[src/core/flag_bank_pkg.sv]
// Constants, field layout and frame encoding shared by the event flag bank.
package flag_bank_pkg;

   ////////////////////////////////////////////////////////////////////////////////
   // Clock and timing.
   localparam int CLK_MHZ          = 100;
   localparam int SELECT_LIMIT_US  = 2000;
   localparam int SELECT_LIMIT_CYC = SELECT_LIMIT_US * CLK_MHZ;
   localparam int SEL_TIME_W       = 18;

   ////////////////////////////////////////////////////////////////////////////////
   // Serial frame layout: write flag, address, data, odd parity over all bits.
   localparam int FRAME_BITS   = 16;
   localparam int BITCNT_W     = 5;
   localparam int FR_WRITE_BIT = 15;
   localparam int FR_ADDR_MSB  = 14;
   localparam int FR_ADDR_LSB  = 9;
   localparam int FR_DATA_MSB  = 8;
   localparam int FR_DATA_LSB  = 1;
   localparam int ADDR_W       = 6;
   localparam int DATA_W       = 8;
   localparam logic [BITCNT_W-1:0] BITS_FULL = 5'h10;
   localparam logic [BITCNT_W-1:0] BITS_SAT  = 5'h11;

   ////////////////////////////////////////////////////////////////////////////////
   // Register offsets, reset value and implemented-bit masks.
   localparam int NUM_REGS = 4;
   localparam logic [ADDR_W-1:0] OFS_MCU_WARNING    = 6'h1E;
   localparam logic [ADDR_W-1:0] OFS_SERIAL_ERROR   = 6'h1F;
   localparam logic [ADDR_W-1:0] OFS_RAIL_SHORT     = 6'h20;
   localparam logic [ADDR_W-1:0] OFS_RAIL_OVERVOLT  = 6'h21;
   localparam logic [DATA_W-1:0] FLAG_RESET         = 8'h00;
   localparam logic [DATA_W-1:0] USED_MASK [NUM_REGS] = '{8'h08, 8'h7F, 8'hD3, 8'hD3};

   ////////////////////////////////////////////////////////////////////////////////
   // Bit positions inside the flag registers.
   localparam int MW_WD_MISS   = 3;
   localparam int SE_OUTCTRL   = 6;
   localparam int SE_DEVICE_CTRL_ACCESS_ERROR   = 5;
   localparam int SE_LOCK      = 4;
   localparam int SE_DURATION  = 3;
   localparam int SE_ADDRESS   = 2;
   localparam int SE_LENGTH    = 1;
   localparam int SE_PARITY    = 0;
   localparam int RB_EXT_TWO   = 7;
   localparam int RB_EXT_ONE   = 6;
   localparam int RB_STEPUP    = 4;
   localparam int RB_SD_TWO    = 1;
   localparam int RB_SD_ONE    = 0;

   ////////////////////////////////////////////////////////////////////////////////
   // Frame sequencer states, Gray coded along idle, shift, end.
   typedef enum logic [1:0] {
      FR_IDLE  = 2'h0,
      FR_SHIFT = 2'h1,
      FR_END   = 2'h3
   } frame_st_e;

endpackage

[src/core/event_flag_status_bank.sv]
// Sticky event flag bank with its 16-bit serial read and clear port.
`timescale 1ns/1ns

////////////////////////////////////////////////////////////////////////////////
// Behaviour
// RULE1 - Flags stay set after an event; writing one clears, writing zero keeps.
// RULE2 - Missed watchdog trigger sets warning bit 3; other bits read zero.
// RULE3 - Output-control command area access error sets serial bit 6; bit 7 zero.
// RULE4 - Device-control command area access error sets serial bit 5.
// RULE5 - Lock or unlock access error sets serial bit 4.
// RULE6 - Chip select low beyond 2 ms sets serial bit 3.
// RULE7 - Frame to an address outside the bank sets serial bit 2.
// RULE8 - Frame with a clock count other than 16 sets serial bit 1.
// RULE9 - Frame failing its parity check sets serial bit 0.
// RULE10 - Second external rail short sets short bit 7.
// RULE11 - First external rail short sets short bit 6; bits 5, 3:2 zero.
// RULE12 - Step-up regulator short sets short bit 4.
// RULE13 - Second step-down regulator short sets short bit 1.
// RULE14 - First step-down regulator short sets short bit 0.
// RULE15 - Second external rail overvoltage sets overvoltage bit 7.
// RULE16 - First external rail overvoltage sets bit 6; bits 5, 3:2 zero.
// RULE17 - Step-up, second and first step-down overvoltage set bits 4, 1, 0.
// RULE18 - An event coinciding with its clear leaves the flag set.
module event_flag_status_bank #(
   parameter int SELECT_LIMIT_CYCLES = flag_bank_pkg::SELECT_LIMIT_CYC
) (
   input  wire logic       clk,
   input  wire logic       arst_n,
   input  wire logic       clk_en,
   input  wire logic       sclk,
   input  wire logic       cs_n,
   input  wire logic       mosi,
   output logic            miso,
   output logic            miso_oe,
   input  wire logic       watchdog_missed_trigger,
   input  wire logic       output_ctrl_access_error,
   input  wire logic       device_ctrl_access_error,
   input  wire logic       lock_access_error,
   input  wire logic       ext_rail_two_short,
   input  wire logic       ext_rail_one_short,
   input  wire logic       stepup_short,
   input  wire logic       stepdown_two_short,
   input  wire logic       stepdown_one_short,
   input  wire logic       ext_rail_two_overvoltage,
   input  wire logic       ext_rail_one_overvoltage,
   input  wire logic       stepup_overvoltage,
   input  wire logic       stepdown_two_overvoltage,
   input  wire logic       stepdown_one_overvoltage,
   output logic      [flag_bank_pkg::DATA_W-1:0] mcu_warning_flags,
   output logic      [flag_bank_pkg::DATA_W-1:0] serial_error_flags,
   output logic      [flag_bank_pkg::DATA_W-1:0] rail_short_flags,
   output logic      [flag_bank_pkg::DATA_W-1:0] rail_overvoltage_flags
);
   import flag_bank_pkg::*;

   typedef struct packed {
      logic              sclk_s1;
      logic              sclk_s2;
      logic              sclk_d;
      logic              cs_s1;
      logic              cs_s2;
      logic              mosi_s1;
      logic              mosi_s2;
      frame_st_e         st;
      logic [15:0]       rx;
      logic [15:0]       tx;
      logic [BITCNT_W-1:0] bits;
      logic [SEL_TIME_W-1:0] sel_time;
      logic              sel_over;
      logic [7:0]        spi_err;
      logic              clr_wr;
      logic [1:0]        clr_idx;
      logic [7:0]        clr_data;
      logic              miso;
      logic              miso_oe;
   } spi_state_s;

   localparam logic [SEL_TIME_W-1:0] SEL_TIME_LAST = SEL_TIME_W'(SELECT_LIMIT_CYCLES - 1);

   spi_state_s  s_reg;
   spi_state_s  s_next;
   logic [7:0]  flag_val [NUM_REGS];
   logic [7:0]  evt_vec  [NUM_REGS];
   logic [5:0]  rx_addr;
   logic        length_bad;
   logic        parity_bad;
   logic        frame_ok;

   ////////////////////////////////////////////////////////////////////////////////
   // Address decode helpers.

   // True when the address falls on one of the four flag registers.
   function automatic logic in_bank(input logic [ADDR_W-1:0] addr);
      in_bank = (addr >= OFS_MCU_WARNING) && (addr <= OFS_RAIL_OVERVOLT);
   endfunction

   // Index of a flag register inside the bank.
   function automatic logic [1:0] bank_index(input logic [ADDR_W-1:0] addr);
      logic [ADDR_W-1:0] diff;
      diff       = addr - OFS_MCU_WARNING;
      bank_index = diff[1:0];
   endfunction

   // Answer frame: address echo, register data and odd parity.
   function automatic logic [15:0] make_resp(input logic [ADDR_W-1:0] addr,
                                             input logic [DATA_W-1:0] data);
      logic [14:0] body;
      body      = {1'b0, addr, data};
      make_resp = {body, ~(^body)};
   endfunction

   ////////////////////////////////////////////////////////////////////////////////
   // Frame checks seen at the end of a frame.
   assign rx_addr  = s_reg.rx[FR_ADDR_MSB:FR_ADDR_LSB];
   // RULE8 clock count check
   assign length_bad = s_reg.bits != BITS_FULL;
   // RULE9 odd parity check
   assign parity_bad = ~(^s_reg.rx);
   assign frame_ok   = (s_reg.st == FR_END) && !s_reg.sel_over && !length_bad && !parity_bad
                       && in_bank(rx_addr);

   ////////////////////////////////////////////////////////////////////////////////
   // Pin synchronisers and frame sequencer.
   always_comb begin
      s_next         = s_reg;
      s_next.sclk_s1 = sclk;
      s_next.sclk_s2 = s_reg.sclk_s1;
      s_next.sclk_d  = s_reg.sclk_s2;
      s_next.cs_s1   = cs_n;
      s_next.cs_s2   = s_reg.cs_s1;
      s_next.mosi_s1 = mosi;
      s_next.mosi_s2 = s_reg.mosi_s1;
      s_next.spi_err = 8'h00;
      s_next.clr_wr  = 1'b0;
      case (s_reg.st)
         FR_IDLE: begin
            // Select seen low: start a frame and drive the prepared answer.
            if (!s_reg.cs_s2) begin
               s_next.st      = FR_SHIFT;
               s_next.bits    = '0;
               s_next.sel_time = '0;
               s_next.sel_over = 1'b0;
               s_next.miso_oe = 1'b1;
               s_next.miso    = s_reg.tx[15];
            end
         end
         FR_SHIFT: begin
            if (s_reg.cs_s2) begin
               s_next.st      = FR_END;
               s_next.miso_oe = 1'b0;
               s_next.miso    = 1'b0;
            end else begin
               // Sample on the rising clock edge, counting up to saturation.
               if (s_reg.sclk_s2 && !s_reg.sclk_d) begin
                  s_next.rx = {s_reg.rx[14:0], s_reg.mosi_s2};
                  if (s_reg.bits != BITS_SAT) begin
                     s_next.bits = s_reg.bits + 1'b1;
                  end
               end
               // Shift the answer out on the falling clock edge.
               if (!s_reg.sclk_s2 && s_reg.sclk_d) begin
                  s_next.tx   = {s_reg.tx[14:0], 1'b0};
                  s_next.miso = s_reg.tx[14];
               end
               // RULE6 select duration watch
               if (!s_reg.sel_over) begin
                  if (s_reg.sel_time == SEL_TIME_LAST) begin
                     s_next.sel_over             = 1'b1;
                     s_next.spi_err[SE_DURATION] = 1'b1;
                  end else begin
                     s_next.sel_time = s_reg.sel_time + 1'b1;
                  end
               end
            end
         end
         FR_END: begin
            s_next.st = FR_IDLE;
            // A frame that overran the select limit is dropped without action.
            if (s_reg.sel_over) begin
               s_next.tx = 16'h0000;
            end else if (length_bad) begin
               // RULE8 flag bad length
               s_next.spi_err[SE_LENGTH] = 1'b1;
               s_next.tx                 = 16'h0000;
            end else if (parity_bad) begin
               // RULE9 flag bad parity
               s_next.spi_err[SE_PARITY] = 1'b1;
               s_next.tx                 = 16'h0000;
            end else if (!in_bank(rx_addr)) begin
               // RULE7 flag bad address
               s_next.spi_err[SE_ADDRESS] = 1'b1;
               s_next.tx                  = 16'h0000;
            end else begin
               // Answer holds the flags as they stood before any clear.
               s_next.tx = make_resp(rx_addr, flag_val[bank_index(rx_addr)]);
               // RULE1 write frame clears
               if (s_reg.rx[FR_WRITE_BIT]) begin
                  s_next.clr_wr   = 1'b1;
                  s_next.clr_idx  = bank_index(rx_addr);
                  s_next.clr_data = s_reg.rx[FR_DATA_MSB:FR_DATA_LSB];
               end
            end
         end
         default: begin
            s_next.st = FR_IDLE;
         end
      endcase
   end

   // State register; the select synchroniser resets to the idle high level.
   always_ff @(posedge clk or negedge arst_n) begin
      if (!arst_n) begin
         s_reg       <= '0;
         s_reg.cs_s1 <= 1'b1;
         s_reg.cs_s2 <= 1'b1;
      end else if (clk_en) begin
         s_reg <= s_next;
      end
   end

   assign miso    = s_reg.miso;
   assign miso_oe = s_reg.miso_oe;

   ////////////////////////////////////////////////////////////////////////////////
   // Event routing into the flag registers.
   always_comb begin
      evt_vec[0] = 8'h00;
      evt_vec[1] = s_reg.spi_err;
      evt_vec[2] = 8'h00;
      evt_vec[3] = 8'h00;
      // RULE2 watchdog miss bit
      evt_vec[0][MW_WD_MISS]  = watchdog_missed_trigger;
      // RULE3 output control error
      evt_vec[1][SE_OUTCTRL]  = output_ctrl_access_error;
      // RULE4 device control error
      evt_vec[1][SE_DEVICE_CTRL_ACCESS_ERROR]  = device_ctrl_access_error;
      // RULE5 lock access error
      evt_vec[1][SE_LOCK]     = lock_access_error;
      // RULE10 second rail short
      evt_vec[2][RB_EXT_TWO]  = ext_rail_two_short;
      // RULE11 first rail short
      evt_vec[2][RB_EXT_ONE]  = ext_rail_one_short;
      // RULE12 step-up short
      evt_vec[2][RB_STEPUP]   = stepup_short;
      // RULE13 second step-down short
      evt_vec[2][RB_SD_TWO]   = stepdown_two_short;
      // RULE14 first step-down short
      evt_vec[2][RB_SD_ONE]   = stepdown_one_short;
      // RULE15 second rail overvoltage
      evt_vec[3][RB_EXT_TWO]  = ext_rail_two_overvoltage;
      // RULE16 first rail overvoltage
      evt_vec[3][RB_EXT_ONE]  = ext_rail_one_overvoltage;
      // RULE17 regulator overvoltage bits
      evt_vec[3][RB_STEPUP]   = stepup_overvoltage;
      evt_vec[3][RB_SD_TWO]   = stepdown_two_overvoltage;
      evt_vec[3][RB_SD_ONE]   = stepdown_one_overvoltage;
   end

   // One sticky register per bank slot; unused bits are masked to zero.
   for (genvar g = 0; g < NUM_REGS; g++) begin : g_bank
      event_flag_reg #(
         .USED_MASK (USED_MASK[g])
      ) u_flags (
         .clk      (clk),
         .arst_n   (arst_n),
         .clk_en   (clk_en),
         .event_in (evt_vec[g]),
         .clr_wr   (s_reg.clr_wr && (s_reg.clr_idx == 2'(g))),
         .clr_data (s_reg.clr_data),
         .flags    (flag_val[g])
      );
   end

   assign mcu_warning_flags      = flag_val[0];
   assign serial_error_flags     = flag_val[1];
   assign rail_short_flags       = flag_val[2];
   assign rail_overvoltage_flags = flag_val[3];
endmodule

[src/core/event_flag_reg.sv]
// One 8-bit sticky event flag register with write-one-to-clear.
`timescale 1ns/1ns
module event_flag_reg #(
   parameter logic [7:0] USED_MASK = 8'hFF
) (
   input  wire logic       clk,
   input  wire logic       arst_n,
   input  wire logic       clk_en,
   input  wire logic [7:0] event_in,
   input  wire logic       clr_wr,
   input  wire logic [7:0] clr_data,
   output logic      [7:0] flags
);
   import flag_bank_pkg::*;

   typedef struct packed {
      logic [7:0] flags;
   } flag_state_s;

   flag_state_s s_reg;
   flag_state_s s_next;
   logic [7:0]  evt_used;

   ////////////////////////////////////////////////////////////////////////////////
   // Next-state logic: clear on written ones, then let any event on a used bit set its bit.
   always_comb begin
      evt_used = event_in & USED_MASK;
      s_next   = s_reg;
      // RULE1 write one clears
      if (clr_wr) begin
         s_next.flags = s_reg.flags & ~clr_data;
      end
      // RULE18 set beats clear
      s_next.flags = (s_next.flags | evt_used) & USED_MASK;
   end

   // State register, frozen while the clock enable is low.
   always_ff @(posedge clk or negedge arst_n) begin
      if (!arst_n) begin
         s_reg <= '0;
      end else if (clk_en) begin
         s_reg <= s_next;
      end
   end

   assign flags = s_reg.flags;
endmodule

[config.mk]
export PLATFORM = sky130hd
export DESIGN_NAME = event_flag_status_bank
export DESIGN_NICKNAME = d
export VERILOG_FILES = /design/src/core/flag_bank_pkg.sv /design/src/core/event_flag_status_bank.sv /design/src/core/event_flag_reg.sv
export SDC_FILE = /design/constraint.sdc
export NUM_CORES = 1
export LEC_CHECK = 0
export BUFFER_PORTS_ARGS = -buffer_cell sky130_fd_sc_hd__buf_2
export CORE_ASPECT_RATIO = 1.25
export CORE_UTILIZATION = 63
export CTS_CLUSTER_SIZE = 14
export DETAILED_ROUTE_END_ITERATION = 12
export PLACE_DENSITY = 0.84
export SLEW_MARGIN = 5
export SYNTH_ARGS = -nofsm -noshare
export SYNTH_HDL_FRONTEND = slang
export SYNTH_SLANG_ARGS = --single-unit
[constraint.sdc]
create_clock -name clk -period 3.7 [get_ports clk]
set_input_delay 0.74 -clock clk [delete_from_list [all_inputs] [get_ports clk]]
set_output_delay 0.74 -clock clk [all_outputs]
set_load 0.005 [all_outputs]
==> results of run 1 <==
final timing paths:
path / cells past startpoint / to / from / slack (ns)
max: 5 / s_reg[33] / s_reg[35] / 1.11
min: 1 / s_reg[57] / arst_n / 0.38
max reg2reg: 5 / s_reg[33] / s_reg[35] / 1.11
min reg2reg: 2 / s_reg[58] / s_reg[58] / 0.50
max in group asynchronous: 2 / s_reg[81] / arst_n / 2.49
min in group clk: 2 / s_reg[58] / s_reg[58] / 0.50
metal layers:
layer / track usage / up-vias / routed length (µm)
li1: - / 1754 / -
met1: 0.3613 / 1880 / 4415
met2: 0.4584 / 120 / 5732
met3: 0.06991 / 20 / 563
met4: 0.1026 / 0 / 170
met5: 0 / - / 0
cell families after synthesis:
| family | after synthesis | synth area share |
|---|---|---|
| simple gates | 151 | 0.1383 |
| compound gates | 107 | 0.1481 |
| mux | 37 | 0.08549 |
| other cells | 1 | 0.0007362 |
| buf+inv | 53 | 0.05502 |
| fa+ha+maj | 13 | 0.03193 |
| xor+xnor | 25 | 0.04864 |
| flops | 100 | 0.4918 |
cells in the mapped netlist, types with 4 or more instances:
master,n,area share
or3_1,8,0.0098
xnor2_1,18,0.031
mux2_2,20,0.044
ha_1,13,0.032
clkbuf_1,13,0.0096
nor3_1,7,0.0069
mux2i_1,9,0.018
buf_4,14,0.021
a21oi_1,19,0.019
o21ai_0,24,0.024
dfrtp_1,98,0.48
nor2_1,30,0.022
mux2_4,8,0.024
a22o_1,20,0.034
o221ai_1,12,0.021
nand2_1,74,0.055
inv_1,18,0.013
nand3_1,12,0.012
o211ai_1,5,0.0074
xor2_1,5,0.0086
o31ai_1,4,0.0059
buf_2,4,0.0039
layout make-up:
cell class	count	area (µm²)
flip-flops and latches	100	2505
multi-input cells	347	2357
fillers	592	2345
repair buffers	45	242.7
clock buffers	10	127.6
well taps	95	118.9
clock inverters	6	73.82
inverters	18	67.56
power breakdown:
group          leakage (µW)  total (µW)  internal (µW)  switching (µW)
registers           0.00126        1370           1210             155
clock network     0.0000946         704            320             385
logic               0.00108         914            427             487
per-stage QoR:
stage               hold WS (ns)  utilization  cell area [µm²]
floorplan                 0.4444            -             5142
global placement          0.4700       0.6751             5291
detailed placement        0.4784       0.6751             5291
CTS                       0.3983       0.7008             5493
global route              0.4358       0.7008             5493
finish                    0.3799       0.7008             5493
worst register-to-register path: stages, from the launching register on:
cell and delay (ns):
dfrtp_1 0.44, nor4_1 0.71, a31oi_2 0.33, o211ai_1 0.67, o21a_1 0.23, a2bb2oi_1 0.15
==> results.py, run 1 <==
metrics = {
    "yosys": {
        "syn_area_um2": 5094,
        "synth_edf_count": 0,
        "synthCells": 487,
        "syn_avg_cell_area_um2": 10.46,
        "yosysSeqAreaShare": 0.4918,
        "yosysUniqueCellTypes": 56,
        "synth.yosys.warnings": 0,
        "yosys_register_bits": 100,
        "ys.flop_type": "dfrtp_1",
        "synthArstFlopShare": 1.000,
    },
    "die": {
        "die_w_um": 82.43,
        "die_area_um2": 8451,
        "fp.dieH_um": 102.5,
        "rows": 36,
        "pin_count": 54,
        "initial_core_util": 0.6499,
        "core_area_um2": 7838,
    },
    "clock_network": {
        "tritoncts": "yes",
        "ctsHoldBuffers": 0,
        "h-tree-depth": 3,
        "cts.repair.resized": 0,
        "clock-sinks": 100,
        "clk_pin_slew_worst_paths_ns": 0.09,
        "root_buffer": "clkbuf_8",
        "clockBufferDepth": 2,
        "numCtsBuffers": 9,
        "clk_latency_ns": 0.37,
        "cts_setup_buffers": 0,
    },
    "cells_and_area": {
        "largest_reg_flops": 66,
        "instances_no_fill": 621,
        "mostFrequentLayoutCells": "dfrtp_1, nand2_1, buf_2, nor2_1, o21ai_0",
        "layout_commonest_cell": "dfrtp_1",
        "drive_above_1_share": 0.1882,
        "syn_to_final_growth_pct": 7.836,
        "nets": 554,
        "n_antenna_cell": 0,
    },
    "route": {
        "vias": 3774,
        "wl_per_cell_um": 17.52,
        "ant_nets": 0,
        "drtPass1Iterations": 5,
        "drt_iter0_drc": 234,
        "remaining_drc_errors": 0,
        "viasPerCell": 6.077,
        "wirelength_um": 10880,
    },
    "setup_path": {
        "slowest_delay_ns": 0.71,
        "start_kind": "flop",
        "critical_path_required_ns": 4.00,
        "cp-end-kind": "flop",
        "crit_family": "compound AO/OA/AOI/OAI gates",
        "slowest_stage": "nor4_1",
        "cp.arrival_ns": 2.89,
        "path_buf_inv": 0,
        "critPathKind": "flop to flop",
        "crit_chain": "nor4_1, a31oi_2, o211ai_1, o21a_1, a2bb2oi_1",
        "critPathMaxFanout": 11,
    },
    "power": {
        "pwr_density_cell_nw_per_um2": 543.4,
        "power.leakage_uw": 0.002436,
        "vdd_ir_drop_max_mv": 0.3347,
        "power_uw": 2985,
    },
    "place": {
        "dpl.cell_count": 605,
        "place_congestion": 0.8043,
        "dpl.hpwl_um": 7724,
        "place_ws_ns": 1.208,
        "port_buffers": 39,
    },
    "timing": {
        "period_share": 0.7008,
        "worst_pin_slew_ns": 0.8458,
        "setup-tns-final_ns": 0,
        "worst_slack_ns": 1.107,
        "maxSlewViolCount": 0,
        "fmax_mhz": 385.7,
        "fin_worst_skew_ns": 0.01212,
        "layout_min_cycle_time_ns": 2.593,
        "hold_violations": 0,
        "setup_viol": 0,
        "grt_setup_unrepaired": "no",
        "relSlewSlack": 0.4361,
    },
    "global_route": {
        "grt_use_total": 0.2807,
        "grt-ovfl-total": 0,
        "grt_pass1_wl_um": 17460,
        "antenna_found_initial": 0,
        "grt_max_degree": 52,
        "grt_pass1_vias": 3551,
    },
    "run_status": {
        "status": "finished clean",
    },
    "flow_run": {
        "cap_violations": 0,
    },
    "min_path": {
        "hold_class": "primary input to asynchronous set/reset pin",
    },
}
(Power assumes the default switching activity.)
==> run 2, diff against run 1 <==
--- a/config.mk
+++ b/config.mk
@@ -5,12 +5,13 @@
 export SDC_FILE = /design/constraint.sdc
 export NUM_CORES = 1
 export LEC_CHECK = 0
+export ABC_AREA = 1
 export BUFFER_PORTS_ARGS = -buffer_cell sky130_fd_sc_hd__buf_2
 export CORE_ASPECT_RATIO = 1.25
-export CORE_UTILIZATION = 63
+export CORE_UTILIZATION = 54
 export CTS_CLUSTER_SIZE = 14
 export DETAILED_ROUTE_END_ITERATION = 12
-export PLACE_DENSITY = 0.84
+export PLACE_DENSITY = 0.75
 export SLEW_MARGIN = 5
 export SYNTH_ARGS = -nofsm -noshare
 export SYNTH_HDL_FRONTEND = slang
==> constraint.sdc (replaced) <==
create_clock -name clk -period 2.2 [get_ports clk]
set_input_delay 0.44 -clock clk [delete_from_list [all_inputs] [get_ports clk]]
set_output_delay 0.44 -clock clk [all_outputs]
set_load 0.005 [all_outputs]
==> results.py, run 2 <==
metrics = {
    "route": {
        "wirelength_um": 14100,
        "viasPerCell": 5.426,
        "vias": 5274,
        "drt_iter0_drc": 250,
        "remaining_drc_errors": 0,
        "drtPass1Iterations": 5,
        "wl_per_cell_um": 14.50,
        "ant_nets": 0,
    },
    "setup_path": {
        "path_buf_inv": 2,
        "critPathMaxFanout": 11,
        "start_kind": "flop",
        "slowest_stage": "dfrtp_2",
        "cp-end-kind": "flop",
        "cp.arrival_ns": 2.32,
        "critical_path_required_ns": 2.45,
        "slowest_delay_ns": 0.45,
        "timing.rr.start": "rx_addr[4]",
        "startpoint": "rx_addr[4]",
        "crit_family": "compound AO/OA/AOI/OAI gates",
        "critPathKind": "flop to flop",
        "crit_chain": "inv_1, ha_1, a21oi_1, o21ai_0, a22oi_2, inv_1, nor2_1, nand3_2, nand2_1, nand2_1",
    },
    "cells_and_area": {
        "n_antenna_cell": 0,
        "nets": 868,
        "largest_reg_flops": 66,
        "mostFrequentLayoutCells": "nand2_1, dfrtp_1, inv_1, nand3_1, o21ai_0",
        "drive_above_1_share": 0.1190,
        "layout_commonest_cell": "nand2_1",
        "syn_to_final_growth_pct": 9.720,
    },
    "yosys": {
        "synthMuxAreaShare": 0,
        "synthArstFlopShare": 1.000,
        "syn_area_um2": 5857,
        "synthCells": 802,
        "synth_top_area_frac": 0.4187,
        "synth_top_area_cell": "dfrtp_1",
        "yosys-top-cells-area": "dfrtp_1, nand2_1, nand3_1, inv_1, o21ai_0",
        "yosysSeqAreaShare": 0.4277,
        "synth.yosys.warnings": 0,
        "synth_top_family_by_area": "simple AND/OR/NAND/NOR gates",
        "yosysMostFrequentCell": "nand2_1",
        "synth_common_cells": "nand2_1, dfrtp_1, inv_1, nand3_1, o21ai_0",
        "synth_compound_area_frac": 0.08246,
        "synthXorXnorAreaFrac": 0.02393,
        "synthAdderAreaFrac": 0.02777,
        "yosys.area_share.simple": 0.3380,
        "ys.flop_type": "dfrtp_1",
        "syn_avg_cell_area_um2": 7.303,
        "yosysUniqueCellTypes": 43,
        "yosys_register_bits": 100,
        "synth_edf_count": 0,
    },
    "clock_network": {
        "clockBufferDepth": 2,
        "clk_latency_ns": 0.36,
        "tritoncts": "yes",
        "clock-sinks": 100,
        "h-tree-depth": 3,
        "numCtsBuffers": 9,
        "clk_pin_slew_worst_paths_ns": 0.08,
        "cts_setup_buffers": 0,
        "root_buffer": "clkbuf_16",
    },
    "die": {
        "fp.dieH_um": 118.4,
        "core_area_um2": 10560,
        "die_area_um2": 11270,
        "pin_count": 54,
        "rows": 42,
        "die_w_um": 95.15,
        "initial_core_util": 0.5545,
    },
    "timing": {
        "fmax_mhz": 482.1,
        "fin_worst_skew_ns": 0.008558,
        "period_share": 0.9429,
        "layout_min_cycle_time_ns": 2.074,
        "maxSlewViolCount": 0,
        "setup_viol": 0,
        "holdWs_ns": 0.2805,
        "hold_violations": 0,
    },
    "global_route": {
        "grt_max_degree": 45,
        "grt_pass1_wl_um": 23290,
        "grt_pass1_vias": 4958,
        "grt_use_total": 0.2678,
        "grt-ovfl-total": 0,
        "antenna_found_initial": 0,
    },
    "power": {
        "power.leakage_uw": 0.003151,
        "internal-power_uw": 4089,
        "p_sw_frac": 0.4480,
        "seqPwrFrac": 0.351,
        "p_clk_frac": 0.209,
        "comb_power_share": 0.440,
        "pwr_density_cell_nw_per_um2": 1153,
        "p_switching_uw": 3319,
        "vdd_ir_drop_max_mv": 0.6913,
        "power_uw": 7408,
    },
    "run_status": {
        "status": "finished clean",
    },
    "place": {
        "place_congestion": 0.9154,
        "dpl.hpwl_um": 10330,
        "port_buffers": 39,
    },
    "min_path": {
        "hold_class": "primary input to flop",
        "hp-start": "lock_access_error",
    },
    "flow_run": {
        "cap_violations": 0,
    },
}
-- run 2: cell type report --
cell class | instances | area, µm²
clock buffer | 9 | 225.2
tap | 132 | 165.2
timing repair buffer | 56 | 352.8
multi-input combinational | 590 | 2823
clock inverter | 7 | 61.31
inverter | 78 | 292.8
fill | 922 | 4136
sequential | 100 | 2506
-- run 2: path summary, 6_finish.rpt --
check	cells past startpoint	slack [ns]	to
setup / recovery	10	0.13	s_reg[7]
hold / removal	3	0.28	g_bank[1].u_flags.flags[4]
setup reg to reg	10	0.13	s_reg[7]
hold reg to reg	2	0.47	s_next[79]
max in group asynchronous	3	1.11	s_next[81]
min in group asynchronous	2	0.50	g_bank[2].u_flags.flags[1]
-- run 2: timing repair --
| item | 4_1_cts | 5_1_grt |
|---|---|---|
| endpoints found under the hold margin | 15 | 0 |
| gates resized for setup | 0 | 2 |
| endpoints found under the setup margin | 0 | 26 |
| hold buffers | 1 | 0 |
-- run 2: power by group through the flow --
stage          registers, µW  logic [µW]  clock network [µW]
5_1_grt                 2650        3700                1650
3_3_place_gp            2600        3080                   0
3_5_place_dp            2620        3200                   0
6_report                2600        3260                1550
2_1_floorplan           2450        2630                   0
4_1_cts                 2590        3240                1580
-- run 2: cell families (layout without fill, tap and decap cells) --
group	count (synthesis)	in the layout
and+or+nand+nor	455	455
adders and majority gates	13	13
xor gates and xnor gates	16	16
AOI/OAI and AO/OA	92	92
buffers and inverters	125	150
other	1	14
DFF	100	100
-- run 2: tightest hold or removal path: stages --
cell,delay (ns)
buf_2,0.07
nand2_1,0.04
nand2_1,0.06
-- run 2: routing by layer --
metal	vias to the layer above	track usage	routed length, µm
met5	-	0	0
met4	0	0.1080	408
met3	30	0.04762	586
met2	143	0.4536	7020
met1	2489	0.3308	6079
li1	2612	-	-
-- run 2: stage by stage --
step	std cells	TNS (ns)	area (µm²)	util	setup slack [ns]
2_1_floorplan	815	0	5906	-	0.3024
3_3_place_gp	955	0	6123	0.5797	0.1601
3_5_place_dp	955	0	6123	0.5797	0.03450
4_1_cts	972	0	6420	0.6078	0.008603
5_1_grt	972	-0.1867	6426	0.6084	-0.05581
6_report	972	0	6426	0.6084	0.1257
==> run 3, diff against run 2 <==
--- a/config.mk
+++ b/config.mk
@@ -6,11 +6,12 @@
 export NUM_CORES = 1
 export LEC_CHECK = 0
 export ABC_AREA = 1
-export BUFFER_PORTS_ARGS = -buffer_cell sky130_fd_sc_hd__buf_2
 export CORE_ASPECT_RATIO = 1.25
-export CORE_UTILIZATION = 54
+export CORE_MARGIN = 2
+export CORE_UTILIZATION = 58
 export CTS_CLUSTER_SIZE = 14
 export DETAILED_ROUTE_END_ITERATION = 12
+export DONT_BUFFER_PORTS = 1
 export PLACE_DENSITY = 0.75
 export SLEW_MARGIN = 5
 export SYNTH_ARGS = -nofsm -noshare
==> results.py, run 3 (same netlist as run 2, synthesis figures left out) <==
metrics = {
    "cells_and_area": {
        "finalInstanceArea_um2": 6165,
        "layout_commonest_cell": "nand2_1",
        "syn_to_final_growth_pct": 5.255,
        "instances_no_fill": 925,
        "mostFrequentLayoutCells": "nand2_1, dfrtp_1, inv_1, nand3_1, o21ai_0",
        "regArea_um2": 2505,
        "nFillCells": 932,
        "drive_above_1_share": 0.07035,
        "n_antenna_cell": 0,
        "largest_reg_flops": 66,
        "nets": 824,
        "multi_input_area_um2": 2830,
    },
    "setup_path": {
        "timing.rr.start": "s_reg[78]",
        "cp.arrival_ns": 2.25,
        "r2r_end": "s_reg[49]",
        "critPathMaxFanout": 16,
        "critical_path_required_ns": 2.43,
        "cp-end-kind": "flop",
        "critPathKind": "flop to flop",
        "start_kind": "flop",
        "reg2reg_depth": 6,
        "ff2ff_setup_slack_ns": 0.19,
    },
    "timing": {
        "holdWs_ns": -0.2211,
        "setup_viol": 0,
        "grt_setup_unrepaired": "no",
        "hold_violations": 100,
        "maxSlewViolCount": 0,
        "fin_worst_skew_ns": 0.009896,
        "setup-tns-final_ns": 0,
        "fmax_mhz": 496.9,
        "worst_pin_slew_ns": 0.7031,
        "layout_min_cycle_time_ns": 2.012,
        "relSlewSlack": 0.5312,
        "period_share": 0.9147,
    },
    "run_status": {
        "violations": "negative hold slack",
        "status": "finished with violations",
    },
    "global_route": {
        "grt_max_degree": 101,
        "grt-ovfl-total": 0,
        "busiest_layer": "met2",
        "antenna_found_initial": 0,
        "grt_use_total": 0.2669,
        "met1_usage": 0.3314,
        "grtUsageMet3": 0.05290,
        "grt_util_met2": 0.4600,
        "grt_pass1_vias": 4718,
        "grt_pass1_wl_um": 22650,
    },
    "clock_network": {
        "numCtsBuffers": 9,
        "clockBufferDepth": 2,
        "root_buffer": "clkbuf_16",
        "clk_pin_slew_worst_paths_ns": 0.07,
        "clk_latency_ns": 0.35,
        "clock-sinks": 100,
        "tritoncts": "yes",
        "h-tree-depth": 3,
        "cts_setup_buffers": 0,
    },
    "route": {
        "wirelength_um": 13770,
        "remaining_drc_errors": 0,
        "ant_nets": 0,
        "vias": 5056,
        "drtPass1Iterations": 5,
        "wl_per_cell_um": 14.89,
        "drt_iter0_drc": 331,
        "viasPerCell": 5.466,
    },
    "die": {
        "core_area_um2": 9952,
        "fp.dieH_um": 116.4,
        "pin_count": 54,
        "die_area_um2": 10920,
        "die_w_um": 93.88,
        "initial_core_util": 0.5885,
        "rows": 41,
    },
    "place": {
        "place_area_um2": 5867,
        "port_buffers": 0,
        "dpl.hpwl_um": 9796,
        "dpl.cell_count": 909,
        "place_congestion": 0.9195,
    },
    "power": {
        "power.leakage_uw": 0.002982,
        "pwr_density_cell_nw_per_um2": 1181,
        "vdd_ir_drop_max_mv": 0.5865,
    },
    "min_path": {
        "hold_class": "primary input to asynchronous set/reset pin",
    },
    "flow_run": {
        "cap_violations": 0,
    },
}
run 3: how the worst max path moves through the flow:
| stage | startpoint | slack [ns] | depth (start not counted) | endpoint |
|---|---|---|---|---|
| after floorplan | rx_addr[1] | 0.30 | 11 | s_reg[11] |
| after global placement | s_reg[78] | 0.24 | 6 | s_reg[49] |
| after detailed placement | rx_addr[4] | 0.22 | 9 | s_reg[53] |
| after CTS | rx_addr[4] | 0.21 | 9 | s_reg[53] |
| after global routing | rx_addr[2] | 0.006 | 11 | s_reg[10] |
| final | s_reg[78] | 0.19 | 6 | s_reg[49] |
run 3: critical path, stage by stage, from the launching register on:
cell and delay (ns):
dfrtp_1 0.51, nand2_1 0.16, inv_2 0.07, o21ai_2 0.57, inv_2 0.29, o21ai_0 0.21
nand2_1 0.07
run 3: layer usage:
metal / routed length, µm / vias up / share of wire
li1: - / 2528 / -
met1: 5864 / 2375 / 0.43
met2: 6933 / 129 / 0.50
met5: 0 / - / 0
met3: 649 / 24 / 0.047
met4: 324 / 0 / 0.024
run 3: what timing repair did:
action	4_1_cts	5_1_grt
resized for setup	0	2
setup endpoints to repair	0	25
hold endpoints to repair	100	100
run 3: layout make-up:
type	count	share of cell area
multi-input cells	590	0.4591
repair buffers	12	0.01461
flip-flops and latches	100	0.4063
inverters	78	0.04749
well taps	129	0.02618
clock inverters	7	0.009742
clock buffers	9	0.03653
run 3: report_power, final:
part | leakage, µW | internal, µW | switching, µW
sequential | 0.00123 | 2200 | 405
clock | 0.000130 | 783 | 744
combinational | 0.00162 | 1070 | 2090
run 3: metrics by stage:
stage | setup slack [ns] | power [µW] | util | hold slack, ns
2_1_floorplan | 0.3024 | 5078 | - | 0.1444
3_3_place_gp | 0.2432 | 5585 | 0.5895 | 0.1478
3_5_place_dp | 0.2196 | 5719 | 0.5895 | 0.1477
4_1_cts | 0.2123 | 7260 | 0.6182 | -0.2271
5_1_grt | 0.006232 | 7898 | 0.6194 | -0.2377
6_report | 0.1877 | 7282 | 0.6194 | -0.2211
